===== src/verilog/dual_dac_defines.svh =====
// constants for the dual converter digital datapath
// assumes a 40 MHz bus clock and a word-aligned register map
`ifndef DUAL_DAC_DEFINES_SVH
`define DUAL_DAC_DEFINES_SVH

// ************************************************************
// register byte offsets
// ************************************************************
`define MIX_CTRL_OFS     8'h00
`define OFS_LOAD_OFS     8'h04
`define OFS_A_HIGH_OFS   8'h08
`define OFS_B_LOW_OFS    8'h0C
`define OFS_B_HIGH_OFS   8'h10
`define THERM_STAT_OFS   8'h14
`define THERM_CTRL_OFS   8'h18
`define REF_CTRL_OFS     8'h1C
`define GAIN_OFS         8'h20
`define SLEEP_OFS        8'h24
`define STATUS_OFS       8'h28

// ************************************************************
// field positions
// ************************************************************
`define INTERP_EN_BIT    0
`define MIX_SEL_LSB      1
`define MIX_SEL_MSB      2
`define TSENSE_EN_BIT    0
`define EXTREF_EN_BIT    0
`define GAIN_A_LSB       0
`define GAIN_A_MSB       3
`define GAIN_B_LSB       4
`define GAIN_B_MSB       7
`define SLEEP_DAC_MSB    1
`define SLEEP_MSB        4

// ************************************************************
// reset values
// ************************************************************
`define GAIN_RST         4'hF
`define SLEEP_RST        5'h00

// ************************************************************
// thermal sensing
// ************************************************************
`define THERM_SER_ADDR   5'h05
`define THERM_BIAS       10'h040
`define THERM_MIN        10'h3D8
`define THERM_MAX        10'h07D
`define SAR_START        8'h80

// ************************************************************
// timing
// ************************************************************
`define CLK_MHZ          40
`define DAC_WAKE_US      90
`define DAC_WAKE_CYC     (`DAC_WAKE_US * `CLK_MHZ)
`define FULL_WAKE_MS     1
`define FULL_WAKE_CYC    (`FULL_WAKE_MS * 1000 * `CLK_MHZ)

`endif


===== src/verilog/dual_dac_pkg.sv =====
// types shared by the dual converter datapath
// assumes nothing of its surroundings
package dual_dac_pkg;
   typedef enum logic [1:0] {
      MIX_NONE    = 2'h0,
      MIX_HALF    = 2'h1,
      MIX_POS_QTR = 2'h2,
      MIX_NEG_QTR = 2'h3
   } mix_mode_t;
endpackage : dual_dac_pkg


===== src/verilog/dual_dac_datapath.sv =====
// dual converter digital core: byte link, coarse mixer, offsets,
// thermal sampling and static controls behind an ahb-lite slave
// assumes one ahb master, link pins asynchronous to hclk
`timescale 1ns/1ps
`include "dual_dac_defines.svh"

// What this block does
// - coarse mixer only acts while the interpolation filter is enabled
// - two-bit select: none, half rate, plus quarter, minus quarter
// - plus quarter: A gives +A,-B,-A,+B; B gives +B,+A,-B,-A
// - minus quarter: A gives +A,+B,-A,-B; B gives +B,-A,-B,+A
// - half rate keeps channels apart, negating every second sample
// - half rate turns the filter into an inverted high-pass response
// - two independent 13-bit signed offsets, -4096 to 4095
// - writing the load register applies all four offset registers at once
// - offset added to the sample, both aligned at the lsb
// - temperature is 8-bit signed celsius from sar, scaled and limited
// - with sensing enabled every serial access converts, sleep included
// - first eight serial clocks convert, valid eighth fall, out ninth rise
// - temperature shifted out only on reads of the thermal status register
// - five sleep bits: two converters, two clock paths, clock receiver
// - converter-only sleep settles in 90 us, full sleep takes 1 ms
// - per-converter 4-bit gain; full scale is code plus one times bias
// - reference bit low keeps bandgap on, high selects external reference
// - two 16-bit channels as bytes on both strobe edges, bit 0 lsb
// - frame marker sampled on strobe rising edges marks frame start
module dual_dac_datapath #(
   parameter int unsigned FULL_WAKE_CYCLES = `FULL_WAKE_CYC
) (
   input  wire logic               hclk,
   input  wire logic               hresetn,
   input  wire logic               hsel,
   input  wire logic [31:0]        haddr,
   input  wire logic [1:0]         htrans,
   input  wire logic               hwrite,
   input  wire logic [2:0]         hsize,
   input  wire logic [31:0]        hwdata,
   input  wire logic               hready,
   output      logic               hreadyout,
   output      logic [31:0]        hrdata,
   output      logic               hresp,
   input  wire logic               sample_byte_strobe,
   input  wire logic [7:0]         sample_byte,
   input  wire logic               frame_marker,
   output      logic signed [15:0] out_a,
   output      logic signed [15:0] out_b,
   output      logic               out_valid,
   output      logic               interpolation_filter_enable,
   output      logic [4:0]         sleep_ctrl,
   output      logic [3:0]         coarse_gain_a,
   output      logic [3:0]         coarse_gain_b,
   output      logic [4:0]         full_scale_a,
   output      logic [4:0]         full_scale_b,
   output      logic               bandgap_enable,
   input  wire logic               serial_clock,
   input  wire logic               serial_select_low,
   input  wire logic               serial_data_in,
   input  wire logic               thermal_compare,
   output      logic [7:0]         thermal_trial_code,
   output      logic               thermal_sdo,
   output      logic               thermal_sdo_oe
);

   // ************************************************************
   // helpers
   // ************************************************************
   function automatic logic signed [15:0] sat16(input logic signed [17:0] v);
      if (v > 18'sh07FFF)
         sat16 = 16'sh7FFF;
      else if (v < 18'sh38000)
         sat16 = 16'sh8000;
      else
         sat16 = v[15:0];
   endfunction : sat16

   // negating the most negative code would wrap, so clip it
   function automatic logic signed [15:0] neg16(input logic signed [15:0] x);
      neg16 = sat16(-{{2{x[15]}}, x});
   endfunction : neg16

   // ************************************************************
   // ahb-lite slave
   // ************************************************************
   logic [7:0]  addr_q;
   logic        wr_q;
   logic        interp_en;
   logic [1:0]  mix_sel;
   logic [7:0]  off_a_low;
   logic [4:0]  off_a_high;
   logic [7:0]  off_b_low;
   logic [4:0]  off_b_high;
   logic signed [12:0] act_off_a;
   logic signed [12:0] act_off_b;
   logic        tsense_en;
   logic        extref_en;
   logic [7:0]  therm_value;
   logic        frame_seen;
   logic [31:0] settle_cnt;
   logic        req;

   assign req       = hsel & hready & htrans[1];
   assign hreadyout = 1'b1;
   assign hresp     = 1'b0;

   always_ff @(posedge hclk or negedge hresetn) begin
      if (!hresetn) begin
         addr_q <= 8'h00;
         wr_q   <= 1'b0;
      end else begin
         addr_q <= haddr[7:0];
         wr_q   <= req & hwrite & (hsize == 3'h2);
      end
   end

   // read data fetched in the address phase; unmapped reads give zero
   always_ff @(posedge hclk or negedge hresetn) begin
      if (!hresetn) begin
         hrdata <= 32'h00000000;
      end else if (req && !hwrite) begin
         case (haddr[7:0])
            `MIX_CTRL_OFS:   hrdata <= {29'h0, mix_sel, interp_en};
            `OFS_LOAD_OFS:   hrdata <= {24'h0, off_a_low};
            `OFS_A_HIGH_OFS: hrdata <= {27'h0, off_a_high};
            `OFS_B_LOW_OFS:  hrdata <= {24'h0, off_b_low};
            `OFS_B_HIGH_OFS: hrdata <= {27'h0, off_b_high};
            `THERM_STAT_OFS: hrdata <= {24'h0, therm_value};
            `THERM_CTRL_OFS: hrdata <= {31'h0, tsense_en};
            `REF_CTRL_OFS:   hrdata <= {31'h0, extref_en};
            `GAIN_OFS:       hrdata <= {24'h0, coarse_gain_b, coarse_gain_a};
            `SLEEP_OFS:      hrdata <= {27'h0, sleep_ctrl};
            `STATUS_OFS:     hrdata <= {30'h0, frame_seen, settle_cnt != 32'h0};
            default:         hrdata <= 32'h00000000;
         endcase
      end
   end

   // ************************************************************
   // control registers
   // ************************************************************
   always_ff @(posedge hclk or negedge hresetn) begin
      if (!hresetn) begin
         interp_en <= 1'b0;
         mix_sel   <= 2'h0;
      end else if (wr_q && addr_q == `MIX_CTRL_OFS) begin
         interp_en <= hwdata[`INTERP_EN_BIT];
         mix_sel   <= hwdata[`MIX_SEL_MSB:`MIX_SEL_LSB];
      end
   end
   assign interpolation_filter_enable = interp_en;

   // staged offsets only reach the adder on a load-register write
   always_ff @(posedge hclk or negedge hresetn) begin
      if (!hresetn) begin
         off_a_low  <= 8'h00;
         off_a_high <= 5'h00;
         off_b_low  <= 8'h00;
         off_b_high <= 5'h00;
         act_off_a  <= 13'sh0000;
         act_off_b  <= 13'sh0000;
      end else if (wr_q) begin
         case (addr_q)
            `OFS_LOAD_OFS: begin
               off_a_low <= hwdata[7:0];
               act_off_a <= {off_a_high, hwdata[7:0]};
               act_off_b <= {off_b_high, off_b_low};
            end
            `OFS_A_HIGH_OFS: off_a_high <= hwdata[4:0];
            `OFS_B_LOW_OFS:  off_b_low  <= hwdata[7:0];
            `OFS_B_HIGH_OFS: off_b_high <= hwdata[4:0];
            default: ;
         endcase
      end
   end

   always_ff @(posedge hclk or negedge hresetn) begin
      if (!hresetn) begin
         tsense_en <= 1'b0;
         extref_en <= 1'b0;
      end else if (wr_q) begin
         if (addr_q == `THERM_CTRL_OFS)
            tsense_en <= hwdata[`TSENSE_EN_BIT];
         if (addr_q == `REF_CTRL_OFS)
            extref_en <= hwdata[`EXTREF_EN_BIT];
      end
   end
   assign bandgap_enable = ~extref_en;

   always_ff @(posedge hclk or negedge hresetn) begin
      if (!hresetn) begin
         coarse_gain_a <= `GAIN_RST;
         coarse_gain_b <= `GAIN_RST;
         full_scale_a  <= {1'b0, `GAIN_RST} + 5'h01;
         full_scale_b  <= {1'b0, `GAIN_RST} + 5'h01;
      end else if (wr_q && addr_q == `GAIN_OFS) begin
         coarse_gain_a <= hwdata[`GAIN_A_MSB:`GAIN_A_LSB];
         coarse_gain_b <= hwdata[`GAIN_B_MSB:`GAIN_B_LSB];
         full_scale_a  <= {1'b0, hwdata[`GAIN_A_MSB:`GAIN_A_LSB]} + 5'h01;
         full_scale_b  <= {1'b0, hwdata[`GAIN_B_MSB:`GAIN_B_LSB]} + 5'h01;
      end
   end

   // ************************************************************
   // sleep control and settle timer
   // ************************************************************
   // a change touching clock paths or receiver waits the long time
   always_ff @(posedge hclk or negedge hresetn) begin
      if (!hresetn) begin
         sleep_ctrl <= `SLEEP_RST;
         settle_cnt <= 32'h0;
      end else if (wr_q && addr_q == `SLEEP_OFS
                   && hwdata[`SLEEP_MSB:0] != sleep_ctrl) begin
         sleep_ctrl <= hwdata[`SLEEP_MSB:0];
         if (hwdata[`SLEEP_MSB:`SLEEP_DAC_MSB+1]
             == sleep_ctrl[`SLEEP_MSB:`SLEEP_DAC_MSB+1])
            settle_cnt <= 32'(`DAC_WAKE_CYC);
         else
            settle_cnt <= FULL_WAKE_CYCLES;
      end else if (settle_cnt != 32'h0) begin
         settle_cnt <= settle_cnt - 32'h1;
      end
   end

   // ************************************************************
   // byte link capture
   // ************************************************************
   logic [1:0] strobe_sync;
   logic       strobe_prev;
   logic [7:0] byte_meta;
   logic [7:0] byte_sync;
   logic [1:0] frame_sync;
   logic       strobe_rise;
   logic       strobe_edge;
   logic [1:0] byte_idx;
   logic [7:0] a_high;
   logic [7:0] a_low;
   logic [7:0] b_high;
   logic [1:0] mix_phase;
   logic       frame_now;

   always_ff @(posedge hclk or negedge hresetn) begin
      if (!hresetn) begin
         strobe_sync <= 2'h0;
         strobe_prev <= 1'b0;
         byte_meta   <= 8'h00;
         byte_sync   <= 8'h00;
         frame_sync  <= 2'h0;
      end else begin
         strobe_sync <= {strobe_sync[0], sample_byte_strobe};
         strobe_prev <= strobe_sync[1];
         byte_meta   <= sample_byte;
         byte_sync   <= byte_meta;
         frame_sync  <= {frame_sync[0], frame_marker};
      end
   end

   assign strobe_rise = strobe_sync[1] & ~strobe_prev;
   assign strobe_edge = strobe_sync[1] ^ strobe_prev;
   assign frame_now   = strobe_rise & frame_sync[1];

   // marker on a rising edge makes that byte the first of a pair
   always_ff @(posedge hclk or negedge hresetn) begin
      if (!hresetn) begin
         byte_idx   <= 2'h0;
         a_high     <= 8'h00;
         a_low      <= 8'h00;
         b_high     <= 8'h00;
         frame_seen <= 1'b0;
      end else if (strobe_edge) begin
         if (frame_now) begin
            frame_seen <= 1'b1;
            a_high     <= byte_sync;
            byte_idx   <= 2'h1;
         end else begin
            case (byte_idx)
               2'h0:    a_high <= byte_sync;
               2'h1:    a_low  <= byte_sync;
               2'h2:    b_high <= byte_sync;
               default: ;
            endcase
            byte_idx <= byte_idx + 2'h1;
         end
      end
   end

   // ************************************************************
   // coarse mixer and offset adder
   // ************************************************************
   logic signed [15:0] pair_a;
   logic signed [15:0] pair_b;
   logic signed [15:0] next_a;
   logic signed [15:0] next_b;
   dual_dac_pkg::mix_mode_t mode;
   logic               pair_done;

   assign pair_a    = {a_high, a_low};
   assign pair_b    = {b_high, byte_sync};
   assign pair_done = strobe_edge & ~frame_now & (byte_idx == 2'h3);
   // without the filter there is no stage to host the mixer
   assign mode = interp_en ? dual_dac_pkg::mix_mode_t'(mix_sel)
                           : dual_dac_pkg::MIX_NONE;

   always_comb begin
      next_a = pair_a;
      next_b = pair_b;
      case (mode)
         dual_dac_pkg::MIX_HALF: begin
            if (mix_phase[0]) begin
               next_a = neg16(pair_a);
               next_b = neg16(pair_b);
            end
         end
         dual_dac_pkg::MIX_POS_QTR: begin
            case (mix_phase)
               2'h1: begin next_a = neg16(pair_b); next_b = pair_a;         end
               2'h2: begin next_a = neg16(pair_a); next_b = neg16(pair_b);  end
               2'h3: begin next_a = pair_b;        next_b = neg16(pair_a);  end
               default: ;
            endcase
         end
         dual_dac_pkg::MIX_NEG_QTR: begin
            case (mix_phase)
               2'h1: begin next_a = pair_b;        next_b = neg16(pair_a);  end
               2'h2: begin next_a = neg16(pair_a); next_b = neg16(pair_b);  end
               2'h3: begin next_a = neg16(pair_b); next_b = pair_a;         end
               default: ;
            endcase
         end
         default: ;
      endcase
   end

   // mixer phase restarts at each marker so sequences line up with frames
   always_ff @(posedge hclk or negedge hresetn) begin
      if (!hresetn) begin
         mix_phase <= 2'h0;
         out_a     <= 16'sh0000;
         out_b     <= 16'sh0000;
         out_valid <= 1'b0;
      end else begin
         out_valid <= pair_done;
         if (frame_now)
            mix_phase <= 2'h0;
         else if (pair_done)
            mix_phase <= mix_phase + 2'h1;
         if (pair_done) begin
            out_a <= sat16({{2{next_a[15]}}, next_a}
                           + {{5{act_off_a[12]}}, act_off_a});
            out_b <= sat16({{2{next_b[15]}}, next_b}
                           + {{5{act_off_b[12]}}, act_off_b});
         end
      end
   end

   // ************************************************************
   // thermal sampling on the serial clock
   // ************************************************************
   logic [1:0] sclk_sync;
   logic       sclk_prev;
   logic [1:0] sel_sync;
   logic [1:0] sdi_sync;
   logic [1:0] cmp_sync;
   logic       sclk_rise;
   logic       sclk_fall;
   logic [4:0] sclk_cnt;
   logic [7:0] instr;
   logic [7:0] sar_mask;
   logic [7:0] shift_out;
   logic signed [9:0] scaled;

   always_ff @(posedge hclk or negedge hresetn) begin
      if (!hresetn) begin
         sclk_sync <= 2'h0;
         sclk_prev <= 1'b0;
         sel_sync  <= 2'h3;
         sdi_sync  <= 2'h0;
         cmp_sync  <= 2'h0;
      end else begin
         sclk_sync <= {sclk_sync[0], serial_clock};
         sclk_prev <= sclk_sync[1];
         sel_sync  <= {sel_sync[0], serial_select_low};
         sdi_sync  <= {sdi_sync[0], serial_data_in};
         cmp_sync  <= {cmp_sync[0], thermal_compare};
      end
   end

   assign sclk_rise = sclk_sync[1] & ~sclk_prev & ~sel_sync[1];
   assign sclk_fall = ~sclk_sync[1] & sclk_prev & ~sel_sync[1];
   assign scaled    = $signed({2'h0, thermal_trial_code}) - $signed(`THERM_BIAS);

   // hclk samples the serial clock here and no sleep bit gates it, so it works while asleep
   always_ff @(posedge hclk or negedge hresetn) begin
      if (!hresetn) begin
         sclk_cnt           <= 5'h00;
         instr              <= 8'h00;
         sar_mask           <= `SAR_START;
         thermal_trial_code <= `SAR_START;
         therm_value        <= 8'h00;
         shift_out          <= 8'h00;
         thermal_sdo_oe     <= 1'b0;
      end else if (sel_sync[1]) begin
         sclk_cnt           <= 5'h00;
         sar_mask           <= `SAR_START;
         thermal_trial_code <= `SAR_START;
         thermal_sdo_oe     <= 1'b0;
      end else if (sclk_rise) begin
         if (sclk_cnt != 5'h1F)
            sclk_cnt <= sclk_cnt + 5'h01;
         if (sclk_cnt < 5'h08) begin
            instr    <= {instr[6:0], sdi_sync[1]};
            sar_mask <= sar_mask >> 1;
            if (tsense_en)
               thermal_trial_code <= (cmp_sync[1] ? thermal_trial_code
                                      : thermal_trial_code & ~sar_mask)
                                     | (sar_mask >> 1);
         end else if (sclk_cnt == 5'h08) begin
            if (instr[7] && instr[4:0] == `THERM_SER_ADDR) begin
               shift_out      <= therm_value;
               thermal_sdo_oe <= 1'b1;
            end
         end else begin
            shift_out <= {shift_out[6:0], 1'b0};
         end
      end else if (sclk_fall && sclk_cnt == 5'h08 && tsense_en) begin
         if (scaled < $signed(`THERM_MIN))
            therm_value <= 8'(`THERM_MIN);
         else if (scaled > $signed(`THERM_MAX))
            therm_value <= 8'(`THERM_MAX);
         else
            therm_value <= scaled[7:0];
      end
   end
   assign thermal_sdo = shift_out[7];

endmodule : dual_dac_datapath


===== config.mk =====
export PLATFORM = sky130hd
export DESIGN_NAME = dual_dac_datapath
export DESIGN_NICKNAME = d
export VERILOG_FILES = /design/src/verilog/dual_dac_pkg.sv /design/src/verilog/dual_dac_datapath.sv
export VERILOG_INCLUDE_DIRS = /design/src /design/src/verilog
export SDC_FILE = /design/constraint.sdc
export NUM_CORES = 1
export LEC_CHECK = 0
export BUFFER_PORTS_ARGS = -buffer_cell sky130_fd_sc_hd__buf_2
export CAP_MARGIN = 20
export CORE_UTILIZATION = 45
export DETAILED_ROUTE_END_ITERATION = 8
export PLACE_DENSITY = 0.67
export SETUP_SLACK_MARGIN = 0.2
export SLEW_MARGIN = 20
export SYNTH_ARGS = -nofsm -noshare
export SYNTH_HDL_FRONTEND = slang
export SYNTH_SLANG_ARGS = --single-unit

===== constraint.sdc =====
create_clock -name hclk -period 6.1 [get_ports hclk]
set_input_delay 0 -clock hclk [delete_from_list [all_inputs] [get_ports hclk]]
set_output_delay 0 -clock hclk [all_outputs]
set_load 0.01 [all_outputs]

=== Word-level counts from Yosys, hierarchy flattened ===
Index checks and enable logic that the tools add are counted.
W data, S select, Z words.

* Register bits after elaboration: 291
* Bits of input ports: 88
* Output and inout port bits: 102

* $add $sub $neg: 11
* Order comparisons: 11
* Eq/ne operators: 35
* Multiplexer cells: 46
* Bitwise gates (word level): 24
* Reduce and logical (&&, ||, !) cells: 39

{| class="wikitable"
|+ Operator list
! kind !! number
|-
| $pmux W16 S3 || 6
|-
| $mux W16 || 11
|-
| $mux W8 || 14
|-
| $pmux W8 S11 || 1
|-
| $mux W32 || 2
|-
| $eq A8 B5 Y1 const B || 7
|-
| $eq A8 B6 Y1 const B || 5
|-
| $gt A18 B16 Y1 const B || 2
|-
| $lt A18 B16 Y1 const B || 2
|-
| $neg A18 Y18 || 2
|-
| $add A16 B13 Y17 || 2
|-
| $gt A17 B16 Y1 const B || 2
|-
| $lt A17 B16 Y1 const B || 2
|-
| $eq A8 B4 Y1 const B || 4
|-
| $reduce_bool A32 Y1 || 1
|-
| $sub A32 B1 Y32 const B || 1
|-
| $reduce_and A2 Y1 || 10
|-
| $reduce_bool A2 Y1 || 9
|-
| $eq A8 B3 Y1 const B || 2
|-
| $logic_not A8 Y1 || 2
|-
| $mux W5 || 3
|-
| $reduce_and A3 Y1 || 5
|-
| $and A1 B1 Y1 || 12
|-
| $eq A2 B2 Y1 const B || 6
|-
| 27 further kinds || 53
|}

=== Logic depth before layout (Yosys ltp) ===
Gate-level depths: netlist of run 1.

* Word-level depth: 10
* Mapped depth: 24

=== Worst setup path before layout of run 1 ===
OpenSTA, ideal clock, no wires.

* Path kind: register to register
* From: register a_low[0]
* To: register out_b[10]
* Library setup time: 142 ps
* Data arrival time: 5509 ps
* Required time: 5958 ps
* Slack: 449 ps
* Stages on the path, launching flop included: 25
* Buffers on the path: 3
* Clock period less this slack: 5651 ps
* Cell sequence: dfrtp_1 -> inv_1 -> ha_1 -> buf_2 -> or4b_1 -> or2_1 -> clkbuf_1 -> or4_4 -> a21oi_1 -> a2bb2oi_1 -> o221ai_1 -> a2111oi_2 -> nor2_1 -> ha_1 -> inv_1 -> fa_1 -> nor2b_1 -> o21ai_1 -> a21oi_1 -> or4_1 -> a311oi_1 -> o2111ai_1 -> a211oi_1 -> clkbuf_1 -> a211oi_1

* Word-level cells in the longest chain between the ends: 10
* Elaborated cells between the ends (all ways): 13
* Those cells by class: add/sub (2); order compare (4); mux (7)

{| class="wikitable"
|+ Ends and longest elaborated chain
! element !! RTL line !! RTL
|-
| start, declared || dual_dac_datapath.sv:235 || <nowiki>logic [7:0] a_low;</nowiki>
|-
| start signal, assigned || dual_dac_datapath.sv:276 || <nowiki>2'h1: a_low <= byte_sync;</nowiki>
|-
| $neg A18 Y18 || dual_dac_datapath.sv:78 || <nowiki>neg16 = sat16(-{{2{x[15]}}, x});</nowiki>
|-
| $lt A18 B16 Y1 || dual_dac_datapath.sv:70 || <nowiki>else if (v < 18'sh38000)</nowiki>
|-
| $mux W16 || dual_dac_datapath.sv:70 ||
|-
| $mux W16 || dual_dac_datapath.sv:68 || <nowiki>if (v > 18'sh07FFF)</nowiki>
|-
| $pmux W16 S3 (on tied branches) || dual_dac_datapath.sv:321, dual_dac_datapath.sv:313 ||
|-
| $pmux W16 S3 * || dual_dac_datapath.sv:305 || <nowiki>case (mode)</nowiki>
|-
| $add A16 B13 Y17 * || dual_dac_datapath.sv:349 || <nowiki>+ {{5{act_off_b[12]}}, act_off_b});</nowiki>
|-
| $lt A17 B16 Y1 || dual_dac_datapath.sv:70 ||
|-
| $mux W16 || dual_dac_datapath.sv:70 ||
|-
| $mux W16 * || dual_dac_datapath.sv:68 ||
|-
| end signal, assigned || dual_dac_datapath.sv:348 || <nowiki>out_b <= sat16({{2{next_b[15]}}, next_b}</nowiki>
|-
| end, declared || dual_dac_datapath.sv:46 || <nowiki>output logic signed [15:0] out_b,</nowiki>
|}

Mark *: on every way between the ends. The rest lies on a longest branch, timed or not.
A chain may end at the register's enable or synchronous reset.

=== Final worst setup path of run 1 ===
* From: register a_high[3]
* To: register out_b[6]

* Word-level cells in the longest chain between the ends: 10
* Elaborated cells between the ends (all ways): 13
* Those cells by class: add/sub (2); order compare (4); mux (7)

{| class="wikitable"
|+ Ends and longest elaborated chain
! element !! RTL line !! RTL
|-
| start, declared || dual_dac_datapath.sv:234 || <nowiki>logic [7:0] a_high;</nowiki>
|-
| start signal, assigned || dual_dac_datapath.sv:271 || <nowiki>a_high <= byte_sync;</nowiki>
|-
| start signal, assigned || dual_dac_datapath.sv:275 || <nowiki>2'h0: a_high <= byte_sync;</nowiki>
|-
| $neg A18 Y18 || dual_dac_datapath.sv:78 ||
|-
| $lt A18 B16 Y1 || dual_dac_datapath.sv:70 ||
|-
| $mux W16 || dual_dac_datapath.sv:70 ||
|-
| $mux W16 || dual_dac_datapath.sv:68 ||
|-
| $pmux W16 S3 (on tied branches) || dual_dac_datapath.sv:321, dual_dac_datapath.sv:313 ||
|-
| $pmux W16 S3 * || dual_dac_datapath.sv:305 ||
|-
| $add A16 B13 Y17 * || dual_dac_datapath.sv:349 ||
|-
| $lt A17 B16 Y1 || dual_dac_datapath.sv:70 ||
|-
| $mux W16 || dual_dac_datapath.sv:70 ||
|-
| $mux W16 * || dual_dac_datapath.sv:68 ||
|}

Marked as above.

==> reports/qor.txt, run 1 <==
========================================================================================================
Path type of the worst setup path                                                             reg -> reg
Area of the die                                                                                34400 um2
Port buffer count                                                                                    114
Number of hold violations in the final report                                                          0
Via count                                                                                          13500
Worst skew pair latency                                                                          0.58 ns
Clock buffers created by TritonCTS                                                                    28
Clock Root Buffer                                                                           sky130_fd_sc_hd__clkbuf_16
Number of setup violations in the final report                                                         0
Minimum setup slack after placement                                                             0.402 ns
Cell type with the highest aggregate area in the netlist                                    sky130_fd_sc_hd__dfrtp_1
Cell internal power dissipation                                                                  4.05 mW
Final Wtd Congestion                                                                               0.998
Core region area                                                                               32900 um2
Final Slew Violations                                                                                  0
Worst relative slew slack                                                                          31.6%
Final standard cell utilization of the core                                                        55.2%
Post CTS Setup Buffer Count                                                                            0
Pin count of the biggest net entering global routing                                                 188
Routed Wire Length                                                                              46000 um
Combinational group share of total power                                                           32.2%
Sink Count                                                                                           259
Worst vdd rail ir drop                                                                          0.234 mV
Mean routed wirelength per cell                                                                  20.0 um
Final Worst Setup Slack                                                                         0.475 ns
Final non-filler cell total                                                                         2299
Floorplan die height                                                                              186 um
Average cell area after synthesis                                                               9.24 um2
Clock Path Buffers                                                                                     3
Share of power burned in registers                                                                 37.2%
Result of the run                                                                           complete, no violations
Net switching power                                                                              2.19 mW
Final critical-path required period                                                              5.63 ns
Wire length of the first global-routing pass                                                    72400 um
Max capacitance violation total                                                                        0
Fraction of layout instances using a drive strength above 1                                        21.5%
Register area share after synthesis                                                                42.9%
Data arrival time of the critical path                                                           6.08 ns
Global-route usage over all layers                                                                 27.1%
Chip Width                                                                                        186 um
Switching Share                                                                                    35.1%
Hold Slack                                                                                     0.0883 ns
Remaining Overflow, GRT                                                                                0
Post-Synthesis Cell Area                                                                       15200 um2
Inst Count DP                                                                                       2207
Synth-to-layout area growth                                                                        19.6%
Clock tree from TritonCTS                                                                            yes
Leakage                                                                                          8.08 nW
Post-synthesis cell type count                                                                        79
# rows                                                                                                66
Post-synth top area share                                                                          40.5%
H-tree depth reported by CTS                                                                           1
Post-synthesis async set-or-reset flop share                                                        100%
Post-detailed-route count of antenna-violating nets                                                    0
Post-CTS clock slew at the launch and capture registers of the worst setup and hold paths        0.06 ns
Power Density                                                                                 344 nW/um2
1st-iter DRT viols                                                                                  1178
Number of global-route vias before repair                                                          13000
Inserted Diodes                                                                                        0
Critical path required time                                                                      6.55 ns
Number of standard cells after synthesis                                                            1640
Initial core utilization                                                                           46.1%
I/O pin count                                                                                        190
Dominant cell by count in the synthesized netlist                                           sky130_fd_sc_hd__dfrtp_1
RSZ-0062 raised after global routing                                                               false
Fraction of the cycle the final worst path needs                                                   92.2%
Net count reported at finish                                                                        1977
Number of antenna violations at the first check in global routing                                      0
Setup Skew                                                                                     0.0397 ns
Overall power                                                                                    6.24 mW
Kind of end point of the critical path                                                              flop
Most area-consuming cells after synthesis                                                   sky130_fd_sc_hd__dfrtp_1 40%, sky130_fd_sc_hd__mux2_2 6.5%, sky130_fd_sc_hd__ha_1 4.3%, sky130_fd_sc_hd__nand2_1 4.3%, sky130_fd_sc_hd__a21oi_1 4.2%
Timing-limited maximum frequency                                                               0.178 GHz
Half-perimeter wire length after detailed placement                                             33300 um
Most frequent cells after synthesis                                                         245 x sky130_fd_sc_hd__dfrtp_1, 172 x sky130_fd_sc_hd__nand2_1, 151 x sky130_fd_sc_hd__nor2_1, 126 x sky130_fd_sc_hd__a21oi_1, 99 x sky130_fd_sc_hd__o21ai_0
Clock network fraction of total power                                                              30.6%
Hold WC Path Type                                                                              in -> reg
Count of flip-flops with a built-in enable after synthesis                                             0
DRC violations left                                                                                    0
Final Cell Area                                                                                18100 um2
Final total negative setup slack                                                                    0 ns
Number of register bits inferred by synthesis                                                        259
Worst Path Max Fanout                                                                                  7
Startpoint types                                                                                    flop
Transition time at the pin with the least slew margin                                            1.03 ns
Number of iterations in the first detailed-routing pass                                                5
Vias per inst                                                                                       5.86
DP Area                                                                                        16600 um2
Count of synthesis-stage warnings from yosys                                                           0
Most used flip-flop cell after synthesis                                                    sky130_fd_sc_hd__dfrtp_1
========================================================================================================
critical path: stages, from the launching register on:
cell                        delay [ns]
sky130_fd_sc_hd__dfrtp_1          0.47
sky130_fd_sc_hd__or3_1            0.52
sky130_fd_sc_hd__or4_4            0.48
sky130_fd_sc_hd__or4_4            0.61
sky130_fd_sc_hd__a21oi_1          0.18
sky130_fd_sc_hd__a2bb2oi_1        0.17
sky130_fd_sc_hd__o221ai_1         0.15
sky130_fd_sc_hd__a2111oi_2        0.32
sky130_fd_sc_hd__nor2_1           0.12
sky130_fd_sc_hd__ha_1             0.21
sky130_fd_sc_hd__inv_1            0.07
sky130_fd_sc_hd__fa_1             0.20
sky130_fd_sc_hd__nor2b_1          0.06
sky130_fd_sc_hd__o21ai_1          0.16
sky130_fd_sc_hd__a21oi_1          0.11
sky130_fd_sc_hd__or4_1            0.54
sky130_fd_sc_hd__a311oi_2         0.27
sky130_fd_sc_hd__buf_4            0.15
sky130_fd_sc_hd__o2111ai_1        0.13
sky130_fd_sc_hd__a211oi_2         0.33
sky130_fd_sc_hd__clkbuf_4         0.24
sky130_fd_sc_hd__a211oi_1         0.05
final cells by class:
class	count	area [um2]
clock inverter	16	294
timing repair buffer	260	1790
tap	442	553
multi-input combinational	1241	8070
inverter	45	169
fill	3001	14700
sequential	259	6500
clock buffer	36	761
repair_timing:
item,CTS,global route
resized for setup,0,10
endpoints found under the setup margin,0,24
hold buffers,39,0
endpoints found under the hold margin,153,0
cells in the final DEF, fill, tap and decap left out, types with 15 or more instances in the layout:
cell and n:
sky130_fd_sc_hd__a211oi_1 25, sky130_fd_sc_hd__a21o_1 21, sky130_fd_sc_hd__a21oi_1 125, sky130_fd_sc_hd__a22oi_1 35
sky130_fd_sc_hd__a31oi_1 15, sky130_fd_sc_hd__buf_2 113, sky130_fd_sc_hd__buf_4 105, sky130_fd_sc_hd__clkbuf_16 28
sky130_fd_sc_hd__conb_1 26, sky130_fd_sc_hd__dfrtp_1 244, sky130_fd_sc_hd__dlygate4sd3_1 39, sky130_fd_sc_hd__ha_1 52
sky130_fd_sc_hd__inv_1 44, sky130_fd_sc_hd__mux2_2 87, sky130_fd_sc_hd__nand2_1 172, sky130_fd_sc_hd__nand3_1 33
sky130_fd_sc_hd__nor2_1 150, sky130_fd_sc_hd__nor3_1 39, sky130_fd_sc_hd__o21ai_0 99, sky130_fd_sc_hd__o21ai_1 17
sky130_fd_sc_hd__o31ai_1 15, sky130_fd_sc_hd__xnor2_1 46, sky130_fd_sc_hd__xor2_1 29
logic make-up after synthesis:
logic type | Yosys count | share of synthesized area (%)
AO/OA/AOI/OAI | 480 | 20.6
XOR/XNOR | 75 | 4.33
adder cells (fa/ha/maj) | 55 | 4.62
buffers and inverters | 164 | 4.77
flip-flops | 259 | 42.9
multiplexers | 97 | 7.12
other | 2 | 0.0496
AND/OR/NAND/NOR | 508 | 15.6
flip-flops by register name, summed over array words and instances (netlist names), 6 cells and up:
signal / cells
b_high: 8
thermal_trial_code: 8
a_high: 8
byte_meta: 8
out_a: 16
byte_sync: 8
hrdata: 8
act_off_a: 6
act_off_b: 13
settle_cnt: 32
out_b: 16
instr: 8
shift_out: 8
addr_q: 8
therm_value: 8
off_b_low: 8
a_low: 8
off_a_low: 7
sar_mask: 8
routing by layer:
layer / up-vias / track usage (%) / part of all wire, %
met5: - / 0 / 0
met4: 0 / 11.4 / 4.2
met3: 105 / 3.44 / 5.8
met2: 517 / 43.7 / 46
met1: 6577 / 36.6 / 44
li1: 6280 / - / -
power groups by stage:
stage	Clock (mW)	Combinational (mW)	Sequential, mW
floorplan	0	1.31	2.23
global placement	0	1.93	2.33
global route	2.02	2.20	2.36
finish	1.91	2.01	2.32
detailed placement	0	1.96	2.34
CTS	1.95	1.99	2.31
worst paths after layout:
| kind | endpoint | slack [ns] | startpoint | depth (start not counted) |
|---|---|---|---|---|
| worst max-delay path | out_b[6]$_DFFE_PN0P_ | 0.47 | a_high[3]$_DFFE_PN0P_ | 21 |
| worst min-delay path | hrdata[0]$_DFFE_PN0P_ | 0.09 | hready | 4 |
| worst max register to register | out_b[6]$_DFFE_PN0P_ | 0.47 | a_high[3]$_DFFE_PN0P_ | 21 |
| worst min register to register | byte_sync[5]$_DFF_PN0_ | 0.35 | byte_meta[5]$_DFF_PN0_ | 0 |
| max in group asynchronous | out_valid$_DFF_PN0_ | 4.10 | hresetn | 4 |
| min in group asynchronous | out_b[3]$_DFFE_PN0P_ | 0.49 | hresetn | 3 |
Note: power is estimated with default switching activity, not from simulation.
==> run 2: changes to the inputs <==
--- a/config.mk
+++ b/config.mk
@@ -8,2 +8,3 @@
 export LEC_CHECK = 0
+export ABC_CLOCK_PERIOD_IN_PS = 5200
 export BUFFER_PORTS_ARGS = -buffer_cell sky130_fd_sc_hd__buf_2
@@ -12,3 +13,2 @@
 export DETAILED_ROUTE_END_ITERATION = 8
-export PLACE_DENSITY = 0.67
 export SETUP_SLACK_MARGIN = 0.2
==> constraint.sdc (replaced) <==
create_clock -name hclk -period 5.2 [get_ports hclk]
set_input_delay 1.04 -clock hclk [delete_from_list [all_inputs] [get_ports hclk]]
set_output_delay 1.04 -clock hclk [all_outputs]
set_load 0.01 [all_outputs]
==> run 2 against run 1 <==
  * Sequential cell count unchanged
  * Non-clock buffer count rose by 26
  * Clock skew decreased by 0.016 ns
  * Die area stayed put
  * Register-to-register slack worse by 0.42 ns
  * Critical path type unchanged
  * Largest cell class unchanged
  * Largest power group is now combinational cells
==> reports/qor.txt, run 2 (synthesis gave the netlist of run 1 again) <==
========================================================================================================
Final Wtd Congestion                                                                               0.980
Instance count along the most critical hold path                                                       0
Initial core utilization                                                                           46.1%
Met2 Track Usage GR                                                                                43.5%
Number of setup violations in the final report                                                         0
Data arrival time of the critical path                                                           5.60 ns
Met1 track demand over resource                                                                    37.1%
Number of hold violations in the final report                                                          0
Final total negative setup slack                                                                    0 ns
Chip Width                                                                                        186 um
Hold WC Path Type                                                                             reg -> reg
Number of cells on the worst reg-to-reg path                                                          21
Final Cell Area                                                                                18800 um2
Commonest cells after routing, fill and taps aside                                          244 x sky130_fd_sc_hd__dfrtp_1, 171 x sky130_fd_sc_hd__nand2_1, 158 x sky130_fd_sc_hd__buf_4, 145 x sky130_fd_sc_hd__nor2_1, 118 x sky130_fd_sc_hd__a21oi_1
Clock Root Buffer                                                                           sky130_fd_sc_hd__clkbuf_16
Kind of end point of the critical path                                                              flop
Final critical-path required period                                                              5.14 ns
Leading registers by flop count                                                             settle_cnt: 32 flops, out_a: 16 flops, out_b: 16 flops
1st-iter DRT viols                                                                                  1240
Setup Skew                                                                                     0.0241 ns
Core region area                                                                               32900 um2
Result of the run                                                                           complete, no violations
Flip-flop count of the largest register after layout                                                  32
Leading cell type in the layout, fill and taps excluded                                     sky130_fd_sc_hd__dfrtp_1
# rows                                                                                                66
Clock tree from TritonCTS                                                                            yes
Wire length of the first global-routing pass                                                    72600 um
Post-CTS clock slew at the launch and capture registers of the worst setup and hold paths        0.06 ns
Routed Wire Length                                                                              47000 um
Critical path required time                                                                      5.66 ns
# fillers                                                                                           2982
Port buffer count                                                                                    114
Power Density                                                                                 401 nW/um2
Hold Slack                                                                                      0.344 ns
Floorplan die height                                                                              186 um
RSZ-0062 raised after global routing                                                                true
Worst skew pair latency                                                                          0.59 ns
Transition time at the pin with the least slew margin                                            1.04 ns
Remaining Overflow, GRT                                                                                0
CTS Hold Bufs                                                                                          0
Worst vdd rail ir drop                                                                          0.254 mV
Number of iterations in the first detailed-routing pass                                                8
I/O pin count                                                                                        190
H-tree depth reported by CTS                                                                           1
Worst relative slew slack                                                                          30.7%
Final standard cell utilization of the core                                                        57.1%
Path type of the worst setup path                                                             reg -> reg
Minimum setup slack after placement                                                            -0.119 ns
Worst Path Max Fanout                                                                                  7
Mean routed wirelength per cell                                                                  20.2 um
Clock buffers created by TritonCTS                                                                    29
Net count reported at finish                                                                        2004
Timing-limited maximum frequency                                                               0.195 GHz
Inserted Diodes                                                                                        0
Number of antenna violations at the first check in global routing                                      0
Number of global-route vias before repair                                                          12900
Global-route usage over all layers                                                                 27.4%
Gr busiest metal                                                                                    met2
Sink Count                                                                                           259
Vias per inst                                                                                       5.83
Via count                                                                                          13600
Worst-case register-to-register setup slack                                                      0.06 ns
Area of the die                                                                                34400 um2
DRC violations left                                                                                    0
Synth-to-layout area growth                                                                        23.8%
Leakage                                                                                          8.33 nW
Post-detailed-route count of antenna-violating nets                                                    0
Fraction of layout instances using a drive strength above 1                                        29.3%
Final Worst Setup Slack                                                                        0.0591 ns
DP Area                                                                                        17100 um2
Startpoint types                                                                                    flop
Global-route met3 utilization                                                                      4.89%
Pin count of the biggest net entering global routing                                                 123
Clock Path Buffers                                                                                     3
Largest Register                                                                              settle_cnt
Half-perimeter wire length after detailed placement                                             33800 um
Fraction of the cycle the final worst path needs                                                   98.9%
Max capacitance violation total                                                                        0
Final Slew Violations                                                                                  0
========================================================================================================
run 2: cell types whose count changed in the layout (fill, tap and decap cells not counted), sizes merged:
| cell | delta |
|---|---|
| clkinvlp | -1 |
| clkbuf | +6 |
| clkinv | +4 |
| buf | +64 |
| bufinv | -6 |
| dlygate4sd3 | -39 |
run 2: final cells by class:
type	count	area [um2]	share of cell area [%]
clock buffers	41	861	4.59
clock inverters	13	113	0.600
inverters	45	171	0.913
multi-input cells	1241	8570	45.7
flip-flops and latches	259	6500	34.6
well taps	442	553	2.95
repair buffers	286	2000	10.6
run 2: critical path, cell delays in order, from the launching register on:
cell	delay, ns
sky130_fd_sc_hd__dfrtp_1	0.40
sky130_fd_sc_hd__inv_2	0.09
sky130_fd_sc_hd__ha_4	0.13
sky130_fd_sc_hd__or4b_4	0.46
sky130_fd_sc_hd__or2_1	0.24
sky130_fd_sc_hd__or4_4	0.59
sky130_fd_sc_hd__a21o_1	0.22
sky130_fd_sc_hd__a22oi_1	0.15
sky130_fd_sc_hd__o22ai_1	0.12
sky130_fd_sc_hd__a2111oi_2	0.36
sky130_fd_sc_hd__nor2_2	0.14
sky130_fd_sc_hd__ha_4	0.25
sky130_fd_sc_hd__and4_1	0.20
sky130_fd_sc_hd__a221o_1	0.33
sky130_fd_sc_hd__a31oi_2	0.20
sky130_fd_sc_hd__a311oi_2	0.15
sky130_fd_sc_hd__buf_4	0.17
sky130_fd_sc_hd__or2_4	0.24
sky130_fd_sc_hd__a211oi_4	0.26
sky130_fd_sc_hd__buf_4	0.16
sky130_fd_sc_hd__buf_12	0.12
sky130_fd_sc_hd__a211oi_2	0.04
run 2: final timing paths:
check                                 startpoint                    end
setup / recovery            a_low[1]$_DFFE_PN0P_  out_b[14]$_DFFE_PN0P_
hold / removal             cmp_sync[0]$_DFF_PN0_  cmp_sync[1]$_DFF_PN0_
setup reg to reg            a_low[1]$_DFFE_PN0P_  out_b[14]$_DFFE_PN0P_
hold reg to reg            cmp_sync[0]$_DFF_PN0_  cmp_sync[1]$_DFF_PN0_
max in group asynchronous                hresetn  b_high[7]$_DFFE_PN0P_
min in group asynchronous                hresetn  out_b[13]$_DFFE_PN0P_
run 2: power breakdown:
group	switching [mW]	total [mW]	internal (mW)
logic	1.60	2.83	1.23
clock network	0.865	2.07	1.21
registers	0.296	2.63	2.34
run 2: per-layer routing:
layer / vias up / part of all wire [%]
met2: 514 / 45
met3: 123 / 7.0
met1: 6570 / 43
li1: 6350 / -
met5: - / 0
met4: 0 / 4.5
run 2: stage by stage:
stage,power [mW],instances
3_3_place_gp,5.12,2243
3_5_place_dp,5.17,2243
2_1_floorplan,4.21,1664
6_report,7.53,2327
4_1_cts,7.36,2312
5_1_grt,7.95,2327
run 2: what timing repair did:
item,CTS,global route
setup buffers,14,12
cloned,1,3
setup endpoints to repair,32,32
pin swaps,11,32
resized for setup,28,89
